--- src/design/pswc_map.svh ---
`ifndef PSWC_MAP_SVH
`define PSWC_MAP_SVH

// Register offsets (byte addresses, word aligned)
`define PSWC_OFS_CTRL 8'h00
`define PSWC_OFS_TEST 8'h04
`define PSWC_OFS_PERIOD 8'h08
`define PSWC_OFS_COUNT 8'h0c
`define PSWC_OFS_STATUS 8'h10
`define PSWC_OFS_MASK 8'h14
`define PSWC_OFS_FAULT 8'h18

// Control fields
`define PSWC_CTRL_POWER_DOWN_REQUEST 0
// Test config fields
`define PSWC_TEST_CRST_OFF 0
`define PSWC_TEST_DIG_ARM 1
// Status fields
`define PSWC_ST_STATE_LO 0
`define PSWC_ST_TSD_A 2
`define PSWC_ST_TSD_B 3
`define PSWC_ST_DIG_ARMED 4
`define PSWC_ST_TONE 5
// Fault/mask fields
`define PSWC_FLT_COMM 0
`define PSWC_FLT_SYS 1

// Reset values
`define PSWC_RST_PERIOD 24'h00_0000
`define PSWC_RST_MASK 2'h0

// Timing
`define PSWC_CLK_MHZ 100
`define PSWC_TICK_HZ 4000
`define PSWC_TICK_DIV ((`PSWC_CLK_MHZ * 1000000) / `PSWC_TICK_HZ)
`define PSWC_TONE_NS 1000
`define PSWC_TONE_CYC ((`PSWC_TONE_NS * `PSWC_CLK_MHZ) / 1000)
`define PSWC_IO_SD_NS 5000
`define PSWC_IO_SD_CYC ((`PSWC_IO_SD_NS * `PSWC_CLK_MHZ) / 1000)
`define PSWC_REG_SD_NS 5000
`define PSWC_REG_SD_CYC ((`PSWC_REG_SD_NS * `PSWC_CLK_MHZ) / 1000)

`endif

--- src/design/pswc_pkg.sv ---
package pswc_pkg;
    typedef enum logic [1:0] {
        PSWC_SLEEP,
        PSWC_IDLE,
        PSWC_ACTIVE
    } pswc_state_e;
endpackage

--- src/design/pswc_delay_filter.sv ---
`timescale 1ns/1ns
// Asserts held_r once cond stays high longer than DELAY cycles
module pswc_delay_filter #(
    parameter int DELAY = 500
) (
    // Clock and reset
    input wire logic clk_sys,
    input wire logic rst,
    // Condition
    input wire logic clr,
    input wire logic cond,
    output logic held_r
);
    localparam int W = $clog2(DELAY + 2);
    logic [W-1:0] cnt_r;

    initial
    begin
        if (DELAY < 1)
            $error("pswc_delay_filter: DELAY must be at least 1");
    end

    always_ff @(posedge clk_sys or posedge rst)
    begin
        if (rst)
        begin
            cnt_r <= '0;
            held_r <= 1'b0;
        end
        else if (clr || !cond)
        begin
            cnt_r <= '0;
            held_r <= 1'b0;
        end
        else if (cnt_r > W'(DELAY - 1))
            held_r <= 1'b1;
        else
            cnt_r <= cnt_r + W'(1);
    end
endmodule

--- src/design/pswc_core.sv ---
`timescale 1ns/1ns
`include "pswc_map.svh"
// Contract
// [RL1] Three states: sleep, idle, active
// [RL2] Active only during traffic, else idle
// [RL3] Wake pin high or tone wakes
// [RL4] Power-down bit enters sleep
// [RL5] Comm timeout with no frames sleeps
// [RL6] Reset-disable bit: expiry always sleeps
// [RL7] Armed digital test plus low supply sleeps
// [RL8] Digital test arm sticky until sleep
// [RL9] Either thermal sensor sleeps, own flag
// [RL10] IO supply drop resets; long drop sleeps
// [RL11] 5V low or regulator timeout sleeps
// [RL12] Main or digital supply loss sleeps
// [RL13] Wake pin high: shutdown bounces awake
// [RL14] Wake pin low alone never sleeps
// [RL15] 4 kHz counter, top 24 bits accessible
// [RL16] Count write sets low bits ones
// [RL17] Reset-disable: traffic keeps counter running
// [RL18] Comm errors flag only when masked-in
// [RL19] Leaving sleep sends upward wake tone
// [RL20] Power-down with wake high rewakes
// [RL21] Wakeup fully resets control state
// [RL22] Valid frame reloads timeout counter
// [RL23] Shutdown beats other changes unless waking
module pswc_core #(
    parameter int CNT_LOW = 8,
    parameter int TICK_DIV = `PSWC_TICK_DIV,
    parameter int TONE_CYC = `PSWC_TONE_CYC,
    parameter int IO_SD_CYC = `PSWC_IO_SD_CYC,
    parameter int REG_SD_CYC = `PSWC_REG_SD_CYC
) (
    // Clock and reset
    input wire logic clk_sys,
    input wire logic rst,
    // Avalon-MM slave
    input wire logic [7:0] avs_address,
    input wire logic avs_read,
    input wire logic avs_write,
    input wire logic [31:0] avs_writedata,
    output logic [31:0] avs_readdata,
    output logic avs_waitrequest,
    // Link activity
    input wire logic wake_pin,
    input wire logic low_side_link_tone,
    input wire logic frame_valid,
    input wire logic comm_busy,
    input wire logic comm_bit_error,
    input wire logic sys_bit_error,
    // Supply and thermal monitors
    input wire logic io_supply_low,
    input wire logic main_supply_low,
    input wire logic digital_supply_low,
    input wire logic always_on_5v_supply_low,
    input wire logic regulator_drive,
    input wire logic thermal_shutdown_sensor_a,
    input wire logic thermal_shutdown_sensor_b,
    // Power outputs
    output logic high_side_link_tone,
    output logic core_reset_r,
    output logic awake_r,
    output logic [1:0] state_out_r
);
    localparam int CW = 24 + CNT_LOW;
    localparam int TW = $clog2(TICK_DIV + 1);
    localparam int NW = $clog2(TONE_CYC + 1);

    initial
    begin
        if (CNT_LOW < 1 || CNT_LOW > 8 || TICK_DIV < 2 || TONE_CYC < 1)
            $error("pswc_core: unsupported parameter values");
    end

    pswc_pkg::pswc_state_e state_r;
    pswc_pkg::pswc_state_e state_nxt;
    logic power_down_request_r;
    logic crst_off_r;
    logic dig_arm_r;
    logic [23:0] period_r;
    logic [CW-1:0] cnt_r;
    logic [TW-1:0] tick_cnt_r;
    logic tick;
    logic tsd_a_r;
    logic tsd_b_r;
    logic [1:0] mask_r;
    logic [1:0] fault_r;
    logic [NW-1:0] tone_cnt_r;
    logic ack_r;
    logic io_sd;
    logic reg_sd;
    logic shutdown;
    logic wake;
    logic wr_ctrl;
    logic wr_test;
    logic wr_period;
    logic wr_count;
    logic wr_fault;
    logic expired;

    ////////////////////////////////////////////////////////////////////////
    // Supply delay filters
    pswc_delay_filter #(
        .DELAY(IO_SD_CYC)
    ) u_io_sd (
        .clk_sys(clk_sys),
        .rst(rst),
        .clr(1'b0),
        .cond(io_supply_low),
        .held_r(io_sd)
    );

    pswc_delay_filter #(
        .DELAY(REG_SD_CYC)
    ) u_reg_sd (
        .clk_sys(clk_sys),
        .rst(rst),
        .clr(1'b0),
        .cond(regulator_drive && main_supply_low),
        .held_r(reg_sd)
    );

    ////////////////////////////////////////////////////////////////////////
    // Bus access: one wait cycle, answer on second edge
    wire logic req = (avs_read || avs_write) && !ack_r;
    assign wr_ctrl = avs_write && ack_r && avs_address == `PSWC_OFS_CTRL;
    assign wr_test = avs_write && ack_r && avs_address == `PSWC_OFS_TEST;
    assign wr_period = avs_write && ack_r && avs_address == `PSWC_OFS_PERIOD;
    assign wr_count = avs_write && ack_r && avs_address == `PSWC_OFS_COUNT;
    assign wr_fault = avs_write && ack_r && avs_address == `PSWC_OFS_FAULT;
    wire logic wr_mask = avs_write && ack_r && avs_address == `PSWC_OFS_MASK;

    always_ff @(posedge clk_sys or posedge rst)
    begin
        if (rst)
        begin
            ack_r <= 1'b0;
            avs_waitrequest <= 1'b1;
        end
        else
        begin
            ack_r <= req;
            avs_waitrequest <= !req;
        end
    end

    always_ff @(posedge clk_sys or posedge rst)
    begin
        if (rst)
            avs_readdata <= 32'h0000_0000;
        else if (req && avs_read)
        begin
            case (avs_address)
                `PSWC_OFS_CTRL: avs_readdata <= {31'h0, power_down_request_r};
                `PSWC_OFS_TEST: avs_readdata <= {31'h0, crst_off_r};
                `PSWC_OFS_PERIOD: avs_readdata <= {8'h00, period_r};
                `PSWC_OFS_COUNT: avs_readdata <= {8'h00, cnt_r[CW-1 -: 24]};
                `PSWC_OFS_STATUS: avs_readdata <= {26'h0, high_side_link_tone,
                    dig_arm_r, tsd_b_r, tsd_a_r, state_r}; // [RL9]
                `PSWC_OFS_MASK: avs_readdata <= {30'h0, mask_r};
                `PSWC_OFS_FAULT: avs_readdata <= {30'h0, fault_r};
                default: avs_readdata <= 32'h0000_0000;
            endcase
        end
    end

    ////////////////////////////////////////////////////////////////////////
    // Control and test registers, cleared on sleep
    always_ff @(posedge clk_sys or posedge rst)
    begin
        if (rst)
        begin
            power_down_request_r <= 1'b0;
            crst_off_r <= 1'b0;
            dig_arm_r <= 1'b0;
            period_r <= `PSWC_RST_PERIOD;
            mask_r <= `PSWC_RST_MASK;
        end
        else if (state_r == pswc_pkg::PSWC_SLEEP)
        begin
            power_down_request_r <= 1'b0; // [RL21]
            crst_off_r <= 1'b0;
            dig_arm_r <= 1'b0; // [RL8]
            period_r <= `PSWC_RST_PERIOD;
            mask_r <= `PSWC_RST_MASK;
        end
        else
        begin
            if (wr_ctrl)
                power_down_request_r <= avs_writedata[`PSWC_CTRL_POWER_DOWN_REQUEST]; // [RL4]
            if (wr_test)
            begin
                crst_off_r <= avs_writedata[`PSWC_TEST_CRST_OFF];
                if (avs_writedata[`PSWC_TEST_DIG_ARM])
                    dig_arm_r <= 1'b1; // [RL8]
            end
            if (wr_period)
                period_r <= avs_writedata[23:0];
            if (wr_mask)
                mask_r <= avs_writedata[1:0];
        end
    end

    ////////////////////////////////////////////////////////////////////////
    // 4 kHz tick and timeout counter
    assign tick = tick_cnt_r == TW'(TICK_DIV - 1);

    always_ff @(posedge clk_sys or posedge rst)
    begin
        if (rst)
            tick_cnt_r <= '0;
        else if (tick)
            tick_cnt_r <= '0;
        else
            tick_cnt_r <= tick_cnt_r + TW'(1); // [RL15]
    end

    assign expired = period_r != 24'h0 && cnt_r[CW-1 -: 24] >= period_r;

    always_ff @(posedge clk_sys or posedge rst)
    begin
        if (rst)
            cnt_r <= '0;
        else if (state_r == pswc_pkg::PSWC_SLEEP)
            cnt_r <= '0; // [RL21]
        else if (wr_count)
            cnt_r <= {avs_writedata[23:0], {CNT_LOW{1'b1}}}; // [RL16]
        else if (frame_valid && !crst_off_r)
            cnt_r <= '0; // [RL22] [RL17]
        else if (tick)
            cnt_r <= cnt_r + CW'(1); // [RL15]
    end

    ////////////////////////////////////////////////////////////////////////
    // Thermal and bit-error flags, set wins over clear, except that sleep clears the bit-error flags
    always_ff @(posedge clk_sys or posedge rst)
    begin
        if (rst)
        begin
            tsd_a_r <= 1'b0;
            tsd_b_r <= 1'b0;
        end
        else
        begin
            tsd_a_r <= thermal_shutdown_sensor_a ||
                (tsd_a_r && state_r != pswc_pkg::PSWC_SLEEP); // [RL9]
            tsd_b_r <= thermal_shutdown_sensor_b ||
                (tsd_b_r && state_r != pswc_pkg::PSWC_SLEEP); // [RL9]
        end
    end

    always_ff @(posedge clk_sys or posedge rst)
    begin
        if (rst)
            fault_r <= 2'h0;
        else if (state_r == pswc_pkg::PSWC_SLEEP)
            fault_r <= 2'h0;
        else
        begin
            fault_r[`PSWC_FLT_COMM] <= (comm_bit_error && mask_r[`PSWC_FLT_COMM]) ||
                (fault_r[`PSWC_FLT_COMM] && !(wr_fault &&
                avs_writedata[`PSWC_FLT_COMM])); // [RL18]
            fault_r[`PSWC_FLT_SYS] <= (sys_bit_error && mask_r[`PSWC_FLT_SYS]) ||
                (fault_r[`PSWC_FLT_SYS] && !(wr_fault &&
                avs_writedata[`PSWC_FLT_SYS])); // [RL18]
        end
    end

    ////////////////////////////////////////////////////////////////////////
    // Shutdown and wake decision
    always_comb
    begin
        shutdown = power_down_request_r // [RL4]
            || expired // [RL5] [RL6]
            || (dig_arm_r && digital_supply_low) // [RL7]
            || tsd_a_r || tsd_b_r // [RL9]
            || io_sd // [RL10]
            || always_on_5v_supply_low || reg_sd // [RL11]
            || main_supply_low || digital_supply_low; // [RL12]
        wake = wake_pin || low_side_link_tone; // [RL3] [RL13]
    end

    always_comb
    begin
        state_nxt = state_r;
        case (state_r)
            pswc_pkg::PSWC_SLEEP:
                if (wake)
                    state_nxt = pswc_pkg::PSWC_IDLE; // [RL3] [RL20]
            pswc_pkg::PSWC_IDLE:
                if (shutdown)
                    state_nxt = pswc_pkg::PSWC_SLEEP; // [RL23] [RL14]
                else if (comm_busy)
                    state_nxt = pswc_pkg::PSWC_ACTIVE; // [RL2]
            pswc_pkg::PSWC_ACTIVE:
                if (shutdown)
                    state_nxt = pswc_pkg::PSWC_SLEEP; // [RL23]
                else if (!comm_busy)
                    state_nxt = pswc_pkg::PSWC_IDLE; // [RL2]
            default:
                state_nxt = pswc_pkg::PSWC_SLEEP;
        endcase
    end

    always_ff @(posedge clk_sys or posedge rst)
    begin
        if (rst)
            state_r <= pswc_pkg::PSWC_SLEEP;
        else
            state_r <= state_nxt; // [RL1]
    end

    ////////////////////////////////////////////////////////////////////////
    // Wake tone and power outputs
    always_ff @(posedge clk_sys or posedge rst)
    begin
        if (rst)
            tone_cnt_r <= '0;
        else if (state_r == pswc_pkg::PSWC_SLEEP && state_nxt != pswc_pkg::PSWC_SLEEP)
            tone_cnt_r <= NW'(TONE_CYC); // [RL19]
        else if (tone_cnt_r != '0)
            tone_cnt_r <= tone_cnt_r - NW'(1);
    end

    always_ff @(posedge clk_sys or posedge rst)
    begin
        if (rst)
            high_side_link_tone <= 1'b0;
        else
            high_side_link_tone <= state_r == pswc_pkg::PSWC_SLEEP &&
                state_nxt != pswc_pkg::PSWC_SLEEP ||
                tone_cnt_r > NW'(1); // [RL19]
    end

    always_ff @(posedge clk_sys or posedge rst)
    begin
        if (rst)
        begin
            core_reset_r <= 1'b1;
            awake_r <= 1'b0;
            state_out_r <= 2'h0;
        end
        else
        begin
            core_reset_r <= io_supply_low || state_nxt == pswc_pkg::PSWC_SLEEP; // [RL10] [RL21]
            awake_r <= state_nxt != pswc_pkg::PSWC_SLEEP;
            state_out_r <= state_nxt;
        end
    end
endmodule

--- config.mk ---
export PLATFORM = sky130hd
export DESIGN_NAME = pswc_core
export DESIGN_NICKNAME = d
export VERILOG_FILES = /design/src/design/pswc_pkg.sv /design/src/design/pswc_delay_filter.sv /design/src/design/pswc_core.sv
export VERILOG_INCLUDE_DIRS = /design/src /design/src/design
export SDC_FILE = /design/constraint.sdc
export NUM_CORES = 1
export LEC_CHECK = 0
export ABC_AREA = 1
export BUFFER_PORTS_ARGS = -buffer_cell sky130_fd_sc_hd__buf_2
export CAP_MARGIN = 10
export CORE_MARGIN = 2
export CORE_UTILIZATION = 45
export CTS_CLUSTER_SIZE = 8
export DETAILED_ROUTE_END_ITERATION = 10
export PLACE_DENSITY_LB_ADDON = 0.08
export SLEW_MARGIN = 20
export SYNTH_ARGS = -nofsm -noshare
export SYNTH_HDL_FRONTEND = slang
export SYNTH_SLANG_ARGS = --single-unit
--- constraint.sdc ---
create_clock -name clk_sys -period 8.65 [get_ports clk_sys]
set_input_delay 1.73 -clock clk_sys [delete_from_list [all_inputs] [get_ports clk_sys]]
set_output_delay 1.73 -clock clk_sys [all_outputs]
set_load 0.01 [all_outputs]
==> impl_metrics.toml, run 1 <==
[floorplan]
die_w_um = 138
die_area_um2 = 18900
die-height_um = 138
ios = 95
core-area_um2 = 17400
row_count = 48
start_util_pct = 46.2

[place]
port_buffers = 78
dp_hpwl_mm = 15.9
gp_congestion = 0.912

[global_routing]
grt_overflow = 0
met1_usage_pct = 32.0
antenna_found_initial = 0
grt_usage_pct = 24.7
grt_pass1_vias = 6876
grt_max_degree = 90
grt_pass1_wl_mm = 35.5
top_usage_layer = "met2"
grt_util_met2_pct = 40.7
use_met3_pct = 5.33

[clock_tree]
postCtsSetupBuffers = 0
clock_sinks = 138
clkTransAtPathRegs_ps = 60
cts_hold_buf = 0
clk_latency_ps = 430
root_buffer = "clkbuf_16"
numCtsBuffers = 17
cts.path.max_buffers = 2
cts_tree = "built"
cts.repair.resized = 0
htree_levels = 4

[min_path]
hold_class = "reg -> reg"

[route]
detail-route-antenna-nets = 0
vias = 7369
wl_per_cell_um = 15.7
route.final.wire_length_mm = 22.0
via_per_inst = 5.26
first_pass_iters = 5
post-route-drc-count = 0
drt-initial-drc-count = 513

[finish]
final.fill_count = 1708
syn2layout_area_growth_pct = 13.8
fin_nets = 1249
num_antenna_cells = 0
utilization_pct = 52.6
drive_above_1_share_pct = 11.6

[yosys]
synth_top_area_share_pct = 42.4
synth.avg_cell_area_um2 = 7.38
yosys-top-cells-area = "dfrtp_1, nand2_1, inv_1, o21ai_0, ha_1"
syn_inst = 1087
synth-seq-area-share_pct = 43.1
yosysMostFrequentCell = "nand2_1"
synth.top_cells.by_count = "nand2_1, inv_1, dfrtp_1, nor2_1, o21ai_0"
synth_largest_area_cell = "dfrtp_1"
synthFlopType = "dfrtp_1"
yosysWarnings = 0
synth.cell_area_um2 = 8030
synth-edff-count = 0
async_reset_ff_share_pct = 100
ys_seq_elements = 138
yosysUniqueCellTypes = 41

[sta]
slew_viol_final = 0
min_period_over_period_pct = 48.4
skew_ps = 7.11
tightestPinTransition_ps = 1020
fin_hold_ws_ps = 469
fin_setup_tns_ps = 0
finalCriticalPeriod_ps = 4190
hold_viol = 0
rsz0062_at_grt = "no"
max_freq_mhz = 239
finalSetupViolCount = 0
slew_headroom_pct = 32.1

[pwr]
p_per_area_nw_per_um2 = 171
leakagePower_uw = 0.00461
ir_drop_mv = 0.140

[critical_path]
crit_arrival_ps = 4440
cp-start-kind = "primary input"
endpoint_kind = "flop"
crit_required_ps = 8900
criticalPathCategory = "in -> reg"
critPathMaxFanout = 24

[status]
status = "finished, final reports clean"

[run]
maxCapViolations = 0
## metal layers
metal / wire (um) / share of wire (%) / vias to the layer above
met1: 9950 / 45 / 3429
met3: 1090 / 4.9 / 42
li1: - / - / 3699
met4: 473 / 2.2 / 0
met2: 10500 / 48 / 199
met5: 0 / 0 / -
## flip-flops by register name, indices dropped and copies added (netlist names), 7 cells and up
name            flops
cnt_r              32
avs_readdata       24
period_r           24
tick_cnt_r         15
u_io_sd.cnt_r       9
u_reg_sd.cnt_r      9
tone_cnt_r          7
## power by group
part / switching [uW] / internal (uW) / total [uW]
sequential: 19.5 / 671 / 690
combinational: 103 / 43.1 / 146
clock: 299 / 426 / 725
## cells in the final DEF, fill, tap and decap left out, types with 2 or more instances in the layout
| cell | instances |
|---|---|
| nand2_1 | 286 |
| inv_1 | 161 |
| dfrtp_1 | 136 |
| nor2_1 | 98 |
| o21ai_0 | 83 |
| buf_2 | 78 |
| nand3_1 | 59 |
| o22ai_1 | 45 |
| a21oi_1 | 38 |
| nand4_1 | 30 |
| ha_1 | 30 |
| nor3_1 | 25 |
| clkbuf_16 | 17 |
| conb_1 | 8 |
| nor2_2 | 7 |
| inv_6 | 6 |
| xor2_1 | 6 |
| nor4_1 | 5 |
| o21ai_1 | 5 |
| o211ai_1 | 5 |
| clkinvlp_4 | 5 |
| a31oi_1 | 4 |
| inv_2 | 3 |
| nand2_2 | 3 |
| o221ai_1 | 3 |
| a21o_1 | 3 |
| or2_2 | 3 |
| o21bai_1 | 2 |
| dfstp_2 | 2 |
| bufinv_16 | 2 |
| clkbuf_1 | 2 |
| clkinv_2 | 2 |
| buf_4 | 2 |
## logic make-up after synthesis
family | Yosys count | synth area share (%)
simple gates | 523 | 28.1
buf+inv | 197 | 10.1
compound gates | 191 | 13.3
flops | 138 | 43.1
fa+ha+maj | 30 | 4.68
xor+xnor | 6 | 0.655
other cells | 1 | 0.0467
mux | 1 | 0.125
## worst max-delay path, cell delays in order
cell,delay [ps]
buf_2,100
nor2_1,130
inv_2,80
nor3_4,200
nand2_1,640
nor2_2,530
nor2_1,120
inv_1,730
o22ai_1,170
## final timing paths
| check | start | endpoint | slack, ps | cells after the start |
|---|---|---|---|---|
| worst max register to register | crst_off_r$_DFFE_PP0P_ | cnt_r[11]$_DFFE_PP0P_ | 5480 | 8 |
| max in group asynchronous | rst | u_io_sd.cnt_r[0]$_DFFE_PP0P_ | 6080 | 3 |
| min in group asynchronous | rst | tick_cnt_r[1]$_DFF_PP0_ | 1430 | 2 |
| worst max-delay path | avs_address[1] | period_r[14]$_DFFE_PP0P_ | 4460 | 9 |
| worst min-delay path | tick_cnt_r[14]$_DFF_PP0_ | tick_cnt_r[14]$_DFF_PP0_ | 470 | 1 |
| worst min register to register | tick_cnt_r[14]$_DFF_PP0_ | tick_cnt_r[14]$_DFF_PP0_ | 470 | 1 |
## through the flow
stage / cells / area [um^2] / power [uW] / worst slack [ps]
2_1_floorplan: 1094 / 8050 / 802 / 3230
3_3_place_gp: 1368 / 8560 / 847 / 4090
3_5_place_dp: 1368 / 8560 / 848 / 4050
4_1_cts: 1400 / 9140 / 1580 / 4500
5_1_grt: 1400 / 9140 / 1630 / 4290
6_report: 1400 / 9140 / 1560 / 4460
## layout make-up
class / count / area, um^2 / area share [%]
multi-input combinational: 759 / 3780 / 41.4
sequential: 138 / 3460 / 37.8
inverter: 166 / 633 / 6.93
clock buffer: 19 / 433 / 4.74
timing repair buffer: 80 / 405 / 4.44
tap: 225 / 282 / 3.08
clock inverter: 13 / 143 / 1.56
No activity file was read; power rests on OpenSTA's default activity.
==> run 2, diff against run 1 <==
clock period = 3.4 ns   (was 8.65 ns; I/O delays follow)
==> run 2 against run 1 <==
Effect of this change:
- combinational power grew to 2.6 times the previous value
- largest cell class unchanged
- global-route usage is 0.11 points lower
- sequential cell count stayed put
- clock skew hardly changed
- clock power grew to 2.7 times the previous value
- design area is 1.2% higher
- critical path depth is 2 lower
- hold slack worse by 230 ps
- sequential share of layout area is 0.46 points lower
- highest routed layer unchanged
- first-iteration DRC count is 16% lower
- largest power group unchanged
- routed wire length is 0.90% higher
==> impl_metrics.toml, run 2 (synthesis results as in run 1) <==
[status]
status = "finished, final reports clean"

[route]
detail-route-antenna-nets = 0
wl_per_cell_um = 15.8
via_per_inst = 5.27
vias = 7411
drt-initial-drc-count = 433
first_pass_iters = 6
route.final.wire_length_mm = 22.2
post-route-drc-count = 0

[pwr]
p_per_area_nw_per_um2 = 441
pwr-share-comb_pct = 9.4
swShare_pct = 26.4
p_int_uw = 3000
switchingPower_uw = 1080
ir_drop_mv = 0.353
leakagePower_uw = 0.00467
p_clk_share_pct = 47.5
power_frac_seq_pct = 43.1

[sta]
min_period_over_period_pct = 77.3
tightestPinTransition_ps = 794
max_freq_mhz = 380
fin_ws_ps = 772
rsz0062_at_grt = "no"
skew_ps = 7.05
slew_headroom_pct = 47.0
slew_viol_final = 0
finalCriticalPeriod_ps = 2630
fin_hold_ws_ps = 238
fin_setup_tns_ps = 0
hold_viol = 0
finalSetupViolCount = 0

[place]
dp_hpwl_mm = 16.1
placement.cell_area_um2 = 8640
gp_congestion = 0.927
dp_slack_ps = 402
port_buffers = 78

[global_routing]
grt_usage_pct = 24.6
grt_pass1_vias = 6961
grt_pass1_wl_mm = 35.7
grt_overflow = 0
grt_max_degree = 70
antenna_found_initial = 0

[critical_path]
endpoint_kind = "flop"
crit_arrival_ps = 2970
crit_required_ps = 3740
cp-start-kind = "flop"
r2r_start = "ack_r$_DFF_PP0_"
criticalPathCategory = "reg -> reg"
rrSetupSlack_ps = 770
rr_worst_depth = 7
critPathMaxFanout = 22
r2r_end = "cnt_r[20]$_DFFE_PP0P_"

[finish]
layout_common_cells = "nand2_1, inv_1, dfrtp_1"
fin_nets = 1256
drive_above_1_share_pct = 12.3
num_antenna_cells = 0
top_regs = "cnt_r: 32 flops, avs_readdata: 24 flops, period_r: 24 flops"
layout_commonest_cell = "nand2_1"
largest_register_ffs = 32
syn2layout_area_growth_pct = 15.2
final_area_um2 = 9250
largest-register = "cnt_r"

[floorplan]
ios = 95
row_count = 48
die_area_um2 = 18900
start_util_pct = 46.2
die-height_um = 138
die_w_um = 138
core-area_um2 = 17400

[run]
maxCapViolations = 0

[clock_tree]
cts.repair.resized = 0
root_buffer = "clkbuf_16"
clk_latency_ps = 430
cts_tree = "built"
clock_sinks = 138
postCtsSetupBuffers = 0
clkTransAtPathRegs_ps = 60
numCtsBuffers = 17
cts.path.max_buffers = 2
cts_hold_buf = 0
htree_levels = 4

[min_path]
hold_class = "in -> async"
[run 2: changes by cell type in the layout (fill, tap and decap cells not counted)]
| cell | delta |
|---|---|
| buf_12 | +2 |
| buf_4 | +5 |
| bufinv_16 | +1 |
| clkbuf_1 | -2 |
| clkbuf_8 | +1 |
| clkinv_2 | +1 |
| clkinv_4 | +4 |
| clkinvlp_4 | -1 |
| inv_6 | -4 |
[run 2: critical path, cell delays in order, from the launching register on]
cell	delay, ps
dfrtp_1	410
nand2_1	280
nor2_8	80
nor2_2	430
nand2_2	150
nor2_2	540
inv_2	380
o21ai_0	270
[run 2: per-layer routing]
layer | global-route usage, % | up-vias | share of wire [%]
met5 | 0 | - | 0
met4 | 8.88 | 0 | 2.1
met3 | 4.67 | 35 | 4.2
met2 | 40.1 | 189 | 48
met1 | 32.7 | 3478 | 46
li1 | - | 3709 | -
[run 2: area by class of cell]
cell class	count	area [um^2]
Clock inverter	14	171
Inverter	166	632
Sequential cell	138	3460
Clock buffer	18	439
Multi-Input combinational cell	759	3780
Fill cell	1738	8110
Tap cell	225	282
Timing Repair Buffer	87	483
[run 2: power groups by stage]
stage          registers, uW  logic, uW  clock network, uW
3_3_place_gp            1780        384                  0
6_report                1760        384               1940
5_1_grt                 1760        440               2040
3_5_place_dp            1780        389                  0
2_1_floorplan           1780        264                  0
4_1_cts                 1750        389               1960
[run 2: worst max path at each step]
stage,endpoint,startpoint,slack (ps),cells after the start
CTS,cnt_r[20]$_DFFE_PP0P_,ack_r$_DFF_PP0_,820,7
global placement,cnt_r[20]$_DFFE_PP0P_,avs_address[3],490,10
floorplan,ack_r$_DFF_PP0_,rst,1000,1
detailed placement,cnt_r[20]$_DFFE_PP0P_,avs_address[3],400,10
finish,cnt_r[20]$_DFFE_PP0P_,ack_r$_DFF_PP0_,770,7
global route,cnt_r[20]$_DFFE_PP0P_,ack_r$_DFF_PP0_,600,7
[run 2: through the flow]
stage,util (%),power (uW),std cells
after floorplan,-,2040,1094
after global placement,49.8,2170,1375
after detailed placement,49.8,2170,1375
after CTS,53.3,4110,1407
after global routing,53.3,4240,1407
final,53.3,4080,1407
==> run 3, diff against run 2 <==
ABC_AREA = 0   (was 1)
clock period = 2.2 ns   (was 3.4 ns; I/O delays follow)
==> run 3 against run 2 <==
Effect of this change:
- the run now ends with setup timing left
- worst setup slack got worse by 800 ps
- count of clock-buffer cells in the layout increased by 4
- sequential power increased by 52%
- clock skew increased by 0.93 ps
- routed wire length decreased by 12%
- non-clock buffer count increased by 82
- cell count decreased by 17%
- register-to-register slack got worse by 800 ps
- critical path type unchanged
- highest routed layer unchanged
==> impl_metrics.toml, run 3 <==
[finish]
layout_commonest_cell = "dfrtp_1"
ff_latch_area_um2 = 3460
top_regs = "cnt_r: 32 flops, avs_readdata: 24 flops, period_r: 24 flops"
largest-register = "cnt_r"
largest_register_ffs = 32
drive_above_1_share_pct = 24.5
final.fill_count = 1441
fin_nets = 1021
num_antenna_cells = 0
multiInputGateArea_um2 = 3710
final_area_um2 = 9370
layout_common_cells = "dfrtp_1, nand2_1, buf_4"
syn2layout_area_growth_pct = 27.9

[status]
status = "finished with violations"
violations = "setup timing"

[yosys]
ys_seq_elements = 138
synth.avg_cell_area_um2 = 9.42
yosysWarnings = 0
synth-edff-count = 0
synth_top_area_share_pct = 46.5
syn_inst = 778
synth.top_cells.by_count = "dfrtp_1, nand2_1, nor2_1, o21ai_0, inv_1"
yosys-top-cells-area = "dfrtp_1, ha_1, nand2_1, o21ai_0, nor2_1"
synth-seq-area-share_pct = 47.2
synth_largest_area_cell = "dfrtp_1"
synthFlopType = "dfrtp_1"
yosysUniqueCellTypes = 55
yosysMostFrequentCell = "dfrtp_1"
async_reset_ff_share_pct = 100
synth.cell_area_um2 = 7330

[critical_path]
r2r_end = "cnt_r[22]$_DFFE_PP0P_"
rr_worst_depth = 7
criticalPathCategory = "reg -> reg"
r2r_start = "tick_cnt_r[12]$_DFF_PP0_"
crit_required_ps = 2540
endpoint_kind = "flop"
rrSetupSlack_ps = -20
cp-start-kind = "flop"
critPathMaxFanout = 5
crit_arrival_ps = 2560

[sta]
slew_viol_final = 0
rsz0062_at_grt = "yes"
fin_hold_ws_ps = 6.89
max_freq_mhz = 450
hold_viol = 0
skew_ps = 7.98
tightestPinTransition_ps = 529
slew_headroom_pct = 63.9
finalCriticalPeriod_ps = 2220
min_period_over_period_pct = 101
fin_ws_ps = -24.7
fin_setup_tns_ps = -24.7
finalSetupViolCount = 1

[floorplan]
die-height_um = 132
core-area_um2 = 15900
ios = 95
die_area_um2 = 17300
die_w_um = 132
row_count = 46
start_util_pct = 46.1

[pwr]
p_clk_share_pct = 49.2
switchingPower_uw = 1490
leakagePower_uw = 0.00427
pwr-share-comb_pct = 8.2
p_total_uw = 6290
swShare_pct = 23.7
power_frac_seq_pct = 42.6
ir_drop_mv = 0.542
p_per_area_nw_per_um2 = 671
p_int_uw = 4800

[global_routing]
grt_pass1_wl_mm = 32.3
antenna_found_initial = 0
grt_max_degree = 57
grt_pass1_vias = 6476
grt_overflow = 0
grt_usage_pct = 23.4

[route]
via_per_inst = 5.48
post-route-drc-count = 0
vias = 6377
wl_per_cell_um = 16.8
detail-route-antenna-nets = 0
route.final.wire_length_mm = 19.5
drt-initial-drc-count = 322
first_pass_iters = 4

[place]
gp_congestion = 0.865
placement.cell_area_um2 = 8580
port_buffers = 78
dp_hpwl_mm = 14.5

[clock_tree]
clk_latency_ps = 420
cts.path.max_buffers = 2
htree_levels = 4
clkTransAtPathRegs_ps = 60
clock_sinks = 138
cts_tree = "built"
root_buffer = "clkbuf_16"
numCtsBuffers = 17

[run]
maxCapViolations = 0

[min_path]
hold_class = "in -> async"
[run 3: changes by cell type in the layout (fill, tap and decap cells not counted), moves of 28 or more]
cell / change
buf_4: +77
inv_1: -128
nand2_1: -196
nand3_1: -37
nor2_1: -28
o21ai_0: -29
o22ai_1: -45
xnor2_1: +29
[run 3: area by class of cell]
cell class	instances	share of cell area (%)
flip-flops and latches	138	36.9
clock buffers	22	5.06
well taps	216	2.88
multi-input cells	574	39.6
inverters	34	1.40
clock inverters	10	1.75
repair buffers	169	12.4
[run 3: power groups by stage]
stage | Clock, uW | Sequential, uW | Combinational [uW]
6_report | 3100 | 2680 | 513
5_1_grt | 3260 | 2690 | 580
4_1_cts | 3160 | 2680 | 518
3_5_place_dp | 0 | 2720 | 515
3_3_place_gp | 0 | 2720 | 496
2_1_floorplan | 0 | 2710 | 312
[run 3: worst max-delay path by stage]
stage	from	to	cells past startpoint	slack, ps
after global routing	tick_cnt_r[12]$_DFF_PP0_	cnt_r[22]$_DFFE_PP0P_	7	-110
after global placement	avs_address[1]	cnt_r[27]$_DFFE_PP0P_	7	-120
after CTS	tick_cnt_r[12]$_DFF_PP0_	cnt_r[22]$_DFFE_PP0P_	7	-20
after detailed placement	avs_address[1]	cnt_r[19]$_DFFE_PP0P_	9	-150
final	tick_cnt_r[12]$_DFF_PP0_	cnt_r[22]$_DFFE_PP0P_	7	-20
after floorplan	tick_cnt_r[12]$_DFF_PP0_	cnt_r[22]$_DFFE_PP0P_	6	-40
[run 3: stage by stage]
step                      setup slack, ps  util (%)  std cells
after global placement               -123      54.0       1125
after detailed placement             -148      54.0       1125
after floorplan                     -35.7         -        785
final                               -24.7      59.0       1163
after CTS                           -21.1      58.2       1158
after global routing                 -105      59.0       1163
[run 3: cells by family (layout without fill, tap and decap cells)]
family | after synthesis | in the layout | share of synthesized area (%)
AO/OA/AOI/OAI | 179 | 179 | 16.1
XOR/XNOR | 51 | 51 | 6.10
adder cells (fa/ha/maj) | 30 | 30 | 5.12
buffers and inverters | 73 | 235 | 4.22
flip-flops | 138 | 138 | 47.2
multiplexers | 12 | 12 | 1.67
other | 1 | 8 | 0.0512
AND/OR/NAND/NOR | 294 | 294 | 19.6
[run 3: critical path, cell delays in order (launching register included)]
cell and delay (ps):
dfrtp_1 380, or4b_4 550, nor4_4 170, buf_4 200, nand3_2 80, or4_4 490, xor2_1 150, o21ai_1 120
[run 3: repair_timing]
item	CTS	global route
gates resized for setup	4	18
setup endpoints to repair	5	22
setup buffers	1	5
pin swaps	1	10
hold buffers	0	0
[run 3: routing by layer]
metal	track usage [%]	wire (um)
met1	28.9	8530
met2	40.1	9790
met3	4.86	745
met4	9.00	446
met5	0	0
